$ cat src/uart_sfc_consts.vh
`ifndef UART_SFC_CONSTS_VH
`define UART_SFC_CONSTS_VH
`define ADR_STATUS        4'h0
`define ADR_FRAME_CTRL    4'h1
`define ADR_XCTRL         4'h2
`define ADR_DATA          4'h3
`define ADR_BAUD          4'h4
`define ST_PARITY_ERROR_FLAG           7
`define ST_NF             6
`define ST_FRAMING_ERROR_FLAG           5
`define ST_OVERRUN_FLAG           4
`define ST_RECEIVER_IDLE_FLAG          3
`define ST_RXAV           2
`define ST_TRANSMITTER_IDLE_FLAG          1
`define ST_TXE            0
`define STATUS_RESET      8'h0b
`define FC_EN             7
`define FC_NINE           6
`define FC_PEN            5
`define FC_ODD            4
`define FC_TWO            3
`define FC_BRK            2
`define FC_RX8            1
`define FC_TX8            0
`define XC_TRANSMITTER_ENABLE           0
`define XC_RECEIVER_ENABLE           1
`define XC_RIE            2
`define BAUD_RESET        16'h0043
`define OVERS             4'h8
`define BREAK_BITS        5'h0d
`endif

$ cat src/uart_status_and_frame_control.v
// What this block does
// - Parity mismatch sets parity error flag
// - Noise flag set with data-available, never overrun
// - Bad stop bit sets framing error flag
// - Buffer overflow sets overrun, blocks further transfers
// - Status read then data access clears errors
// - Receiver idle low from start to stop
// - Data-available and error flags set together
// - Data-available clears when buffer drained after status
// - Transmitter idle when empty, line high
// - Status read then data write clears tx idle
// - Empty flag set on shift load, cleared
// - Enabling transmitter sets empty flag
// - Disabled port floats pins, resets buffers, baud
// - Disable clears transmit and receive enables, break, flags; keeps receive interrupt enable, other configuration
// - Disable aborts transfers immediately
// - Eight or nine bit words, ninth bit
// - Parity enable and even or odd type
// - One or two transmitted stop bits
// - Break after buffered data, 13 bits minimum
// - Transmit LSB first at baud rate
// - Two-word receive buffer before data register
// - Receive interrupt on overrun or data available
// - Transmitter disable aborts, resets, floats pin
//
// Added by the designer: the Wishbone slave port and the register offsets.

`timescale 1ns/100ps
`include "uart_sfc_consts.vh"

module uart_status_and_frame_control #(
  parameter BAUD_DIV_W = 16
) (
  input  wire        clk_sys_i,
  input  wire        sys_rst_i,
  input  wire        clk_en_i,
  input  wire        wb_cyc_i,
  input  wire        wb_stb_i,
  input  wire        wb_we_i,
  input  wire [3:0]  wb_adr_i,
  input  wire [3:0]  wb_sel_i,
  input  wire [31:0] wb_dat_i,
  output reg  [31:0] wb_dat_o,
  output reg         wb_ack_o,
  input  wire        rx_i,
  output reg         tx_o,
  output reg         tx_oe_o,
  output reg         rx_oe_o,
  output reg         irq_o
);
  // Software-visible state
  reg [7:0]  status;
  reg        en;
  reg        nine;
  reg        pen;
  reg        odd;
  reg        two;
  reg        brk;
  reg        rx8;
  reg        tx8;
  reg        transmitter_enable;
  reg        receiver_enable;
  reg        receive_interrupt_enable;
  reg [BAUD_DIV_W-1:0] baud_div;
  reg [BAUD_DIV_W-1:0] tick_cnt;
  reg        stat_rd;

  // Transmit side: one holding word in front of the shifter
  reg [8:0]  tx_hold;
  reg        tx_full;
  reg [1:0]  tx_st;
  reg [3:0]  tx_sub;
  reg [3:0]  tx_bit;
  reg [10:0] tx_sr;
  reg [4:0]  brk_cnt;

  // Receive side: rdata plus two buffered words
  reg [1:0]  rx_st;
  reg [3:0]  rx_sub;
  reg [3:0]  rx_bit;
  reg [9:0]  rx_sr;
  reg [2:0]  smp;
  reg        rx_noise;
  reg [11:0] fifo0;
  reg [11:0] fifo1;
  reg [1:0]  fifo_n;
  reg [8:0]  rdata;

  localparam TX_IDLE = 2'b00;
  localparam TX_SEND = 2'b01;
  localparam TX_BRK  = 2'b10;
  localparam RX_IDLE = 2'b00;
  localparam RX_RUN  = 2'b01;

  function parity9;
    input [8:0] d;
    input       nb;
    input       od;
    begin
      parity9 = (^d[7:0]) ^ (nb & d[8]) ^ od;
    end
  endfunction

  // Last bit cell of a frame, start bit counted as cell 0
  function [3:0] last_cell;
    input [3:0] len;
    input       extra;
    begin
      last_cell = len + {3'b000, extra} + 4'h1;
    end
  endfunction

  // Bus decode: one access per ack
  wire acc     = wb_cyc_i & wb_stb_i & ~wb_ack_o & clk_en_i;
  wire wr      = acc & wb_we_i & wb_sel_i[0];
  wire rd      = acc & ~wb_we_i;
  wire tick    = (tick_cnt == {BAUD_DIV_W{1'b0}});
  wire dat_rd  = rd & (wb_adr_i == `ADR_DATA);
  wire dat_wr  = wr & (wb_adr_i == `ADR_DATA);
  wire dat_acc = dat_rd | dat_wr;
  wire fc_wr   = wr & (wb_adr_i == `ADR_FRAME_CTRL);
  wire xc_wr   = wr & (wb_adr_i == `ADR_XCTRL);
  wire tx_on   = en & transmitter_enable;
  wire rx_on   = en & receiver_enable;
  wire [3:0] nbits = nine ? 4'd9 : 4'd8;
  wire [3:0] rx_len = nbits + {3'b000, pen};
  wire maj = (smp[0] & smp[1]) | (smp[1] & smp[2]) | (smp[0] & smp[2]);
  wire rx_done = rx_on & (rx_st == RX_RUN) & tick & (rx_sub == 4'd7)
                 & (rx_bit == last_cell(rx_len, 1'b0));
  wire fifo_pop = dat_rd & stat_rd & (fifo_n != 2'd0);
  wire [8:0] rdat_w = {rx_sr[8] & nine, nine ? rx_sr[7:0] :
                      rx_sr[8:1]};

  // Receive result, stop-bit samples included in the noise check
  wire        noise_now = rx_noise | (~&smp & |smp);
  wire        parity_error_flag_now  = pen & (parity9(rdat_w, nine, odd) != rx_sr[9]);
  wire [11:0] rx_word   = {noise_now, ~maj, parity_error_flag_now, rdat_w};
  // A lost word never shows up as noise, only as overrun
  wire        rx_ovr    = status[`ST_OVERRUN_FLAG] | (fifo_n == 2'd2 & ~fifo_pop);
  wire        rx_push   = rx_done & ~rx_ovr
                          & ((fifo_n != 2'd0) | status[`ST_RXAV]);

  always @(posedge clk_sys_i) begin
    if (sys_rst_i) begin
      status <= `STATUS_RESET;
      {en, nine, pen, odd, two, brk, rx8, tx8} <= 8'h00;
      {transmitter_enable, receiver_enable, receive_interrupt_enable} <= 3'b000;
      baud_div <= `BAUD_RESET;
      tick_cnt <= {BAUD_DIV_W{1'b0}};
      stat_rd <= 1'b0;
      wb_ack_o <= 1'b0;
      wb_dat_o <= 32'h0;
      tx_hold <= 9'h000;
      tx_full <= 1'b0;
      tx_st <= TX_IDLE;
      tx_sub <= 4'h0;
      tx_bit <= 4'h0;
      tx_sr <= 11'h7ff;
      brk_cnt <= 5'h00;
      rx_st <= RX_IDLE;
      rx_sub <= 4'h0;
      rx_bit <= 4'h0;
      rx_sr <= 10'h000;
      smp <= 3'b111;
      rx_noise <= 1'b0;
      fifo0 <= 12'h000;
      fifo1 <= 12'h000;
      fifo_n <= 2'd0;
      rdata <= 9'h000;
      tx_o <= 1'b1;
      tx_oe_o <= 1'b0;
      rx_oe_o <= 1'b0;
      irq_o <= 1'b0;
    end else if (clk_en_i) begin
      wb_ack_o <= acc;
      if (rd) begin
        case (wb_adr_i)
          `ADR_STATUS:     wb_dat_o <= {24'h0, status};
          `ADR_FRAME_CTRL: wb_dat_o <= {24'h0, en, nine, pen, odd, two,
                                        brk, rx8, 1'b0};
          `ADR_XCTRL:      wb_dat_o <= {29'h0, receive_interrupt_enable, receiver_enable, transmitter_enable};
          `ADR_DATA:       wb_dat_o <= {24'h0, rdata[7:0]};
          `ADR_BAUD:       wb_dat_o <= {{(32-BAUD_DIV_W){1'b0}}, baud_div};
          default:         wb_dat_o <= 32'h0;
        endcase
      end
      if (rd & (wb_adr_i == `ADR_STATUS))
        stat_rd <= 1'b1;
      else if (dat_acc)
        stat_rd <= 1'b0;
      if (wr & (wb_adr_i == `ADR_BAUD))
        baud_div <= wb_dat_i[BAUD_DIV_W-1:0];
      if (fc_wr) begin
        {en, nine, pen, odd, two, brk, tx8} <=
          {wb_dat_i[7:2], wb_dat_i[0]};
      end
      if (xc_wr) begin
        transmitter_enable <= wb_dat_i[`XC_TRANSMITTER_ENABLE];
        receiver_enable <= wb_dat_i[`XC_RECEIVER_ENABLE];
        receive_interrupt_enable  <= wb_dat_i[`XC_RIE];
        if (wb_dat_i[`XC_TRANSMITTER_ENABLE] & ~transmitter_enable)
          status[`ST_TXE] <= 1'b1;
      end
      irq_o <= receive_interrupt_enable & (status[`ST_OVERRUN_FLAG] | status[`ST_RXAV]);
      tx_oe_o <= tx_on;
      rx_oe_o <= 1'b0;
      tick_cnt <= tick ? baud_div : tick_cnt - 1'b1;

      // Errors clear on status-then-data; new events below win
      if (dat_acc & stat_rd)
        status[7:4] <= 4'h0;

      // A write clears the flags only after a status read
      if (dat_wr) begin
        tx_hold <= {tx8, wb_dat_i[7:0]};
        tx_full <= 1'b1;
        if (stat_rd & status[`ST_TXE])
          status[`ST_TXE] <= 1'b0;
        if (stat_rd & status[`ST_TRANSMITTER_IDLE_FLAG])
          status[`ST_TRANSMITTER_IDLE_FLAG] <= 1'b0;
      end

      // Transmitter: holding word first, break only when empty
      case (tx_st)
        TX_IDLE: begin
          tx_o <= 1'b1;
          if (tx_on & tx_full & ~dat_wr) begin
            tx_sr <= nine ?
              {1'b1, tx_hold, 1'b0} :
              {2'b11, tx_hold[7:0], 1'b0};
            if (pen) begin
              if (nine)
                tx_sr <= {parity9(tx_hold, 1'b1, odd), tx_hold, 1'b0};
              else
                tx_sr <= {1'b1, parity9(tx_hold, 1'b0, odd),
                          tx_hold[7:0], 1'b0};
            end
            tx_full <= 1'b0;
            status[`ST_TXE] <= 1'b1;
            status[`ST_TRANSMITTER_IDLE_FLAG] <= 1'b0;
            tx_bit <= 4'h0;
            tx_sub <= 4'h0;
            tx_st <= TX_SEND;
          end else if (tx_on & brk & ~tx_full) begin
            brk_cnt <= 5'h00;
            tx_sub <= 4'h0;
            status[`ST_TRANSMITTER_IDLE_FLAG] <= 1'b0;
            tx_st <= TX_BRK;
          end else if (~tx_full & ~dat_wr) begin
            status[`ST_TRANSMITTER_IDLE_FLAG] <= status[`ST_TXE];
          end
        end
        TX_SEND: begin
          tx_o <= tx_sr[0];
          if (tick) begin
            tx_sub <= tx_sub + 4'h1;
            if (tx_sub == `OVERS - 4'h1) begin
              tx_sub <= 4'h0;
              tx_sr <= {1'b1, tx_sr[10:1]};
              tx_bit <= tx_bit + 4'h1;
              if (tx_bit == last_cell(rx_len, two))
                tx_st <= TX_IDLE;
            end
          end
        end
        TX_BRK: begin
          tx_o <= 1'b0;
          if (tick) begin
            tx_sub <= tx_sub + 4'h1;
            if (tx_sub == `OVERS - 4'h1) begin
              tx_sub <= 4'h0;
              if (brk_cnt != `BREAK_BITS)
                brk_cnt <= brk_cnt + 5'h01;
            end
          end
          if ((brk_cnt == `BREAK_BITS) & ~brk)
            tx_st <= TX_IDLE;
        end
        default: tx_st <= TX_IDLE;
      endcase
      if (~tx_on) begin
        tx_st <= TX_IDLE;
        tx_full <= 1'b0;
        tx_o <= 1'b1;
      end

      // Receiver
      case (rx_st)
        RX_IDLE: begin
          status[`ST_RECEIVER_IDLE_FLAG] <= 1'b1;
          if (rx_on & ~rx_i) begin
            rx_st <= RX_RUN;
            status[`ST_RECEIVER_IDLE_FLAG] <= 1'b0;
            rx_sub <= 4'h0;
            rx_bit <= 4'h0;
            rx_noise <= 1'b0;
          end
        end
        RX_RUN: if (tick) begin
          rx_sub <= rx_sub + 4'h1;
          if (rx_sub >= 4'd2 && rx_sub <= 4'd4)
            smp <= {smp[1:0], rx_i};
          if (rx_sub == 4'd7) begin
            if (~&smp & |smp)
              rx_noise <= 1'b1;
            if (rx_bit != 4'h0 && rx_bit <= rx_len)
              // No parity: bit 9 stays free so data lands low
              rx_sr <= pen ? {maj, rx_sr[9:1]} :
                             {1'b0, maj, rx_sr[8:1]};
            rx_bit <= rx_bit + 4'h1;
          end
          if (rx_sub == `OVERS - 4'h1)
            rx_sub <= 4'h0;
          if (rx_done)
            rx_st <= RX_IDLE;
        end
        default: rx_st <= RX_IDLE;
      endcase

      if (rx_done) begin
        if (rx_ovr)
          status[`ST_OVERRUN_FLAG] <= 1'b1;
        else if (~rx_push) begin
          rdata <= rdat_w;
          rx8 <= rdat_w[8];
          status[`ST_RXAV] <= 1'b1;
          status[`ST_NF] <= noise_now;
          status[`ST_FRAMING_ERROR_FLAG] <= ~maj;
          status[`ST_PARITY_ERROR_FLAG] <= parity_error_flag_now;
        end else begin
          fifo1 <= rx_word;
          // With one word left and popped, the new word is next
          if (fifo_n == 2'd0 | (fifo_n == 2'd1 & fifo_pop))
            fifo0 <= rx_word;
          fifo_n <= fifo_pop ? fifo_n : fifo_n + 2'd1;
        end
      end
      // The read that clears overrun also moves the next word up
      if (fifo_pop) begin
        rdata <= fifo0[8:0];
        rx8 <= fifo0[8];
        status[`ST_NF] <= fifo0[11];
        status[`ST_FRAMING_ERROR_FLAG] <= fifo0[10];
        status[`ST_PARITY_ERROR_FLAG] <= fifo0[9];
        if (~(rx_push & (fifo_n == 2'd1)))
          fifo0 <= fifo1;
        if (~rx_push)
          fifo_n <= fifo_n - 2'd1;
      end else if (dat_rd & stat_rd & status[`ST_RXAV] & (fifo_n == 2'd0)
                   & ~rx_done)
        status[`ST_RXAV] <= 1'b0;
      if (~rx_on) begin
        rx_st <= RX_IDLE;
        status[`ST_RECEIVER_IDLE_FLAG] <= 1'b1;
        fifo_n <= 2'd0;
      end

      // Port disable: abort, clear flags, break and transmit/receive enables, keep other configuration
      if (~en) begin
        tx_st <= TX_IDLE;
        rx_st <= RX_IDLE;
        tx_full <= 1'b0;
        fifo_n <= 2'd0;
        tick_cnt <= {BAUD_DIV_W{1'b0}};
        status <= `STATUS_RESET;
        transmitter_enable <= 1'b0;
        receiver_enable <= 1'b0;
        brk <= 1'b0;
        tx_oe_o <= 1'b0;
      end
    end
  end
endmodule

$ cat config.mk
export PLATFORM = sky130hd
export DESIGN_NAME = uart_status_and_frame_control
export DESIGN_NICKNAME = d
export VERILOG_FILES = /design/src/uart_status_and_frame_control.v
export VERILOG_INCLUDE_DIRS = /design/src
export SDC_FILE = /design/constraint.sdc
export NUM_CORES = 1
export LEC_CHECK = 0
export BUFFER_PORTS_ARGS = -buffer_cell sky130_fd_sc_hd__buf_2
export CORE_ASPECT_RATIO = 0.6
export CORE_MARGIN = 2
export CORE_UTILIZATION = 45
export CTS_CLUSTER_DIAMETER = 80
export DETAILED_ROUTE_END_ITERATION = 16
export GPL_TIMING_DRIVEN = 0
export PLACE_DENSITY = 0.69
export SLEW_MARGIN = 20
export SYNTH_ARGS = -nofsm -noshare
export SYNTH_HDL_FRONTEND = slang
export SYNTH_SLANG_ARGS = --single-unit
$ cat constraint.sdc
create_clock -name clk_sys_i -period 3.84 [get_ports clk_sys_i]
set_clock_uncertainty 0.2 [all_clocks]
set_input_delay 0.768 -clock clk_sys_i [delete_from_list [all_inputs] [get_ports clk_sys_i]]
set_output_delay 0.768 -clock clk_sys_i [all_outputs]
set_load 0.01 [all_outputs]
==> summary by stage <==
Run status
The run finished with clean final reports.

Clock tree
The number of clock sinks is 165. After clock tree synthesis, the clock-pin slew on the worst setup and hold paths is 0.08 ns. Counting along the longest clock path gives a buffer depth of 2. The maximum level of the CTS H-tree is 4.

The root buffer cell is sky130_fd_sc_hd__clkbuf_16. The clock latency of the later-clocked register in the worst-skew pair is 0.43 ns. The number of buffers created by CTS is 17.

The TritonCTS clock tree is yes.

Yosys
The area of the mapped netlist is 0.00860 mm2. The biggest area contributor in the post-synthesis netlist is sky130_fd_sc_hd__dfxtp_1. The yosys synthesis warning count is 0.

The number of distinct library cell variants in the gate-level netlist after synthesis is 79. In the synthesized netlist the async set-or-reset flop fraction comes to 0%. The number of enable flip-flop cells after synthesis is 0.

The sequential area share after synthesis is 38.4%. By instance count, the leading cell after synthesis is sky130_fd_sc_hd__dfxtp_1. The most common flop cell mapped by yosys is sky130_fd_sc_hd__dfxtp_1. After synthesis, the cell types taking the most area are sky130_fd_sc_hd__dfxtp_1, sky130_fd_sc_hd__nand2_1, sky130_fd_sc_hd__a21oi_1. After synthesis, the mean cell area works out to 8.35 um2.

The top cell type's share of synthesized area is 38.4%. The number of synthesized register bits is 165. Synthesis produced 1030 cells. Ranked by instance count, the synthesized netlist is headed by sky130_fd_sc_hd__dfxtp_1, sky130_fd_sc_hd__nand2_1, sky130_fd_sc_hd__nor2_1.

Hold path
Along the worst hold path, the cell count comes to 2. The worst hold path belongs to the class reg2reg. The source of the worst hold timing path is tx_sr[4]$_SDFFE_PP1P_. The worst hold endpoint is tx_sr[4]$_SDFFE_PP1P_.

Timing
The number of failing hold endpoints at the final stage was 0. The clock period could shrink to 3.68 ns. The worst pin sits at a relative slew slack of 36.9%. The achievable frequency is 272 MHz.

For the pin with the worst max-slew slack, the measured transition is 0.934 ns. The count of final max-slew check failures is 0. The final period utilization is 95.8%. Setup violations remaining at the end of the flow were counted as 0.

Power and ir drop
Cell internal power was estimated by the tool at 2.68 mW. The clock network is responsible for 47.3% of the overall power. Dividing total power by cell area gives a power density of 364 mW/mm2. The share of total power dissipated in combinational logic is 4.4%. The share of total power dissipated in sequential elements is 48.3%.

The worst-case IR drop observed on VDD is 0.000355 V. The net switching power figure is 0.879 mW. The switching share of total power is 24.7%. The leakage power is 3.56 nW.

Route
In the final routed layout, each cell accounts on average for 18.7 um. Summing over every cut layer, the via total after detailed routing is 7885. The per-cell via count in the routed design is 5.76.

The total iterations of the first detailed-routing run is 5. The detail route stage leaves a number of antenna-violating nets equal to 0. The total detailed-routing wirelength is 25600 um. The final routed DRC violation total is 0. After the first detailed-routing iteration, the DRC count stood at 862.

Setup path
For the worst flop-to-flop path, the logic depth is 13. The worst setup path is launched from a register. The worst-path maximum fanout is 10. The signal on the critical path passes through buf_2, clkbuf_4, inv_1, ha_1, ha_1, nand2b_1, nor4_4, nand4_4, nor4_4, o21ai_4, buf_6, a211o_1, a21oi_2.

For the worst setup path, the data required time is 4.00 ns. The delay contributed by the slowest stage of the critical path is 0.41 ns. The setup slack of the worst register-to-register path is 0.16 ns.

The worst endpoint data arrival time is 3.84 ns. The critical path in this run is classified as reg2reg. The endpoint identified for the worst register-to-register timing path is rdata[6]$_SDFFE_PP0P_.

The kind of cell with the highest combined delay along the critical path is simple AND/OR/NAND/NOR gates. STA classifies the critical path endpoint as a register. The origin of the critical flop-to-flop path is nine$_SDFFE_PP0P_. The count of buffering cells on the critical path with inverters included is 4. The standard cell with the maximum stage delay on the critical path is sky130_fd_sc_hd__dfxtp_1.

Floorplanning
For this configuration, the core starts out at a cell density of 45.5%. The region available for standard cell placement spans 0.0189 mm2. The number of ports placed on the die boundary is 84. The width of the chip is 182 um. The area of the die is 0.0203 mm2. Measured along the y axis, the die boundary spans 111 um. The site row count is 39.

Finish
The post-route netlist has 14.1% of its cells at a drive strength greater than 1. The share of the core filled with cells in the final layout is 51.8%. The net count of the finished layout is 1180. Compared with the post-synthesis result, the final layout area differs by 13.7%. The count of non-filler cells in the finished layout is 1368. The diode insertion count for antenna repair is 0.

Placement
Routability-driven placement finished with a final weighted congestion of 0.947. The cell count after placement is 1337. The count of buffers added on input and output ports is 45. The HPWL after detailed placement is 19100 um.

Global routing
The number of global-route vias before repair was 6997. The global-route wire length before repair is 40100 um. The initial antenna violation count is 0.

After global routing the overflow that remains totals 0. The largest net degree at the start of global routing is 17. For this run, the total global-route usage over all layers was measured as 25.4%.

Job
Max-cap violations in this run came to 0.
per-layer routing:
layer	GRT usage [%]	vias up	wire [um]
li1	-	3778	-
met5	0	-	0
met4	5.32	0	229
met1	39.2	3721	12400
met2	35.1	361	10300
met3	6.54	25	2680
cells by family (layout without fill, tap and decap cells):
group           after synthesis  in the layout  share of synthesized area (%)
compound gates              248            248                           19.3
flops                       165            165                           38.4
other cells                   1             17                         0.0436
mux                          47             47                           5.53
fa+ha+maj                    24             24                           3.46
buf+inv                     105            181                           5.68
simple gates                405            405                           23.8
xor+xnor                     35             35                           3.73
sequential cells by signal, indices dropped and copies added (netlist names), 2 cells and up:
register,cells
baud_div,16
tick_cnt,16
wb_dat_o,16
fifo0,12
fifo1,12
tx_sr,11
rx_sr,10
tx_hold,9
rdata,8
status,8
brk_cnt,5
rx_bit,4
rx_sub,4
tx_bit,4
tx_sub,4
smp,3
fifo_n,2
tx_st,2
worst min-delay path: cells and delay by family, from the launching register on:
kind | cells | cell delay, ns
flops | 1 | 0.31
simple gates | 2 | 0.09
what timing repair did:
item / 4_1_cts / 5_1_grt
buffers inserted: 0 / 0
hold endpoints to repair: 0 / 0
endpoints found under the setup margin: 0 / 14
hold buffers: 0 / 0
gates resized for setup: 0 / 4
final cells by class:
| class | instances | area [um2] |
|---|---|---|
| repair buffers | 45 | 225 |
| inverters | 33 | 124 |
| multi-input cells | 776 | 4880 |
| plain buffers | 72 | 367 |
| clock inverters | 12 | 123 |
| well taps | 246 | 308 |
| fillers | 1803 | 9110 |
| flip-flops and latches | 165 | 3300 |
| clock buffers | 19 | 443 |
stage by stage:
| step | cell area (um2) | setup slack (ns) | hold WS, ns | TNS, ns | power (mW) |
|---|---|---|---|---|---|
| finish | 9780 | 0.162 | 0.240 | 0 | 3.56 |
| global route | 9780 | -0.00786 | 0.256 | -0.00786 | 3.65 |
| CTS | 9750 | 0.00391 | 0.242 | 0 | 3.56 |
| detailed placement | 9190 | 0.0530 | 0.232 | 0 | 1.91 |
| global placement | 9190 | 0.0555 | 0.226 | 0 | 1.91 |
| floorplan | 8660 | 0.694 | 0.217 | 0 | 1.84 |
worst max path at each step:
stage               cells past startpoint                     to         startpoint  slack (ns)
detailed placement                     13  fifo0[9]$_SDFFE_PP0P_  nine$_SDFFE_PP0P_        0.05
global route                           13  rdata[6]$_SDFFE_PP0P_  nine$_SDFFE_PP0P_      -0.008
global placement                       13  fifo0[6]$_SDFFE_PP0P_  nine$_SDFFE_PP0P_        0.06
floorplan                              13  rdata[6]$_SDFFE_PP0P_  nine$_SDFFE_PP0P_        0.69
CTS                                    13  fifo0[9]$_SDFFE_PP0P_  nine$_SDFFE_PP0P_       0.004
finish                                 13  rdata[6]$_SDFFE_PP0P_  nine$_SDFFE_PP0P_        0.16
cell usage in the layout (no fill, tap or decap), drive strengths merged, types with 7 or more instances in the layout:
| master | netlist | final |
|---|---|---|
| o221ai | 11 | 11 |
| xnor2 | 23 | 23 |
| clkbuf | 39 | 59 |
| conb | 1 | 17 |
| nor2 | 118 | 118 |
| dfxtp | 165 | 165 |
| a211oi | 14 | 14 |
| nand2 | 149 | 149 |
| mux2i | 43 | 43 |
| o21ai | 44 | 44 |
| and2 | 12 | 12 |
| a21oi | 97 | 97 |
| nand4 | 15 | 15 |
| a211o | 9 | 9 |
| inv | 33 | 37 |
| nand3 | 20 | 20 |
| ha | 23 | 23 |
| nand3b | 7 | 7 |
| a22oi | 24 | 24 |
| nor4 | 14 | 14 |
| buf | 33 | 77 |
| xor2 | 11 | 11 |
| a221oi | 16 | 16 |
| nor3 | 25 | 25 |
power by group through the flow:
stage	sequential [mW]	clock [mW]	combinational, mW
after floorplan	1.76	0	0.0847
after global placement	1.76	0	0.152
after detailed placement	1.76	0	0.152
after CTS	1.72	1.69	0.152
after global routing	1.72	1.77	0.166
final	1.72	1.68	0.157
No activity file was read; power rests on OpenSTA's default activity.
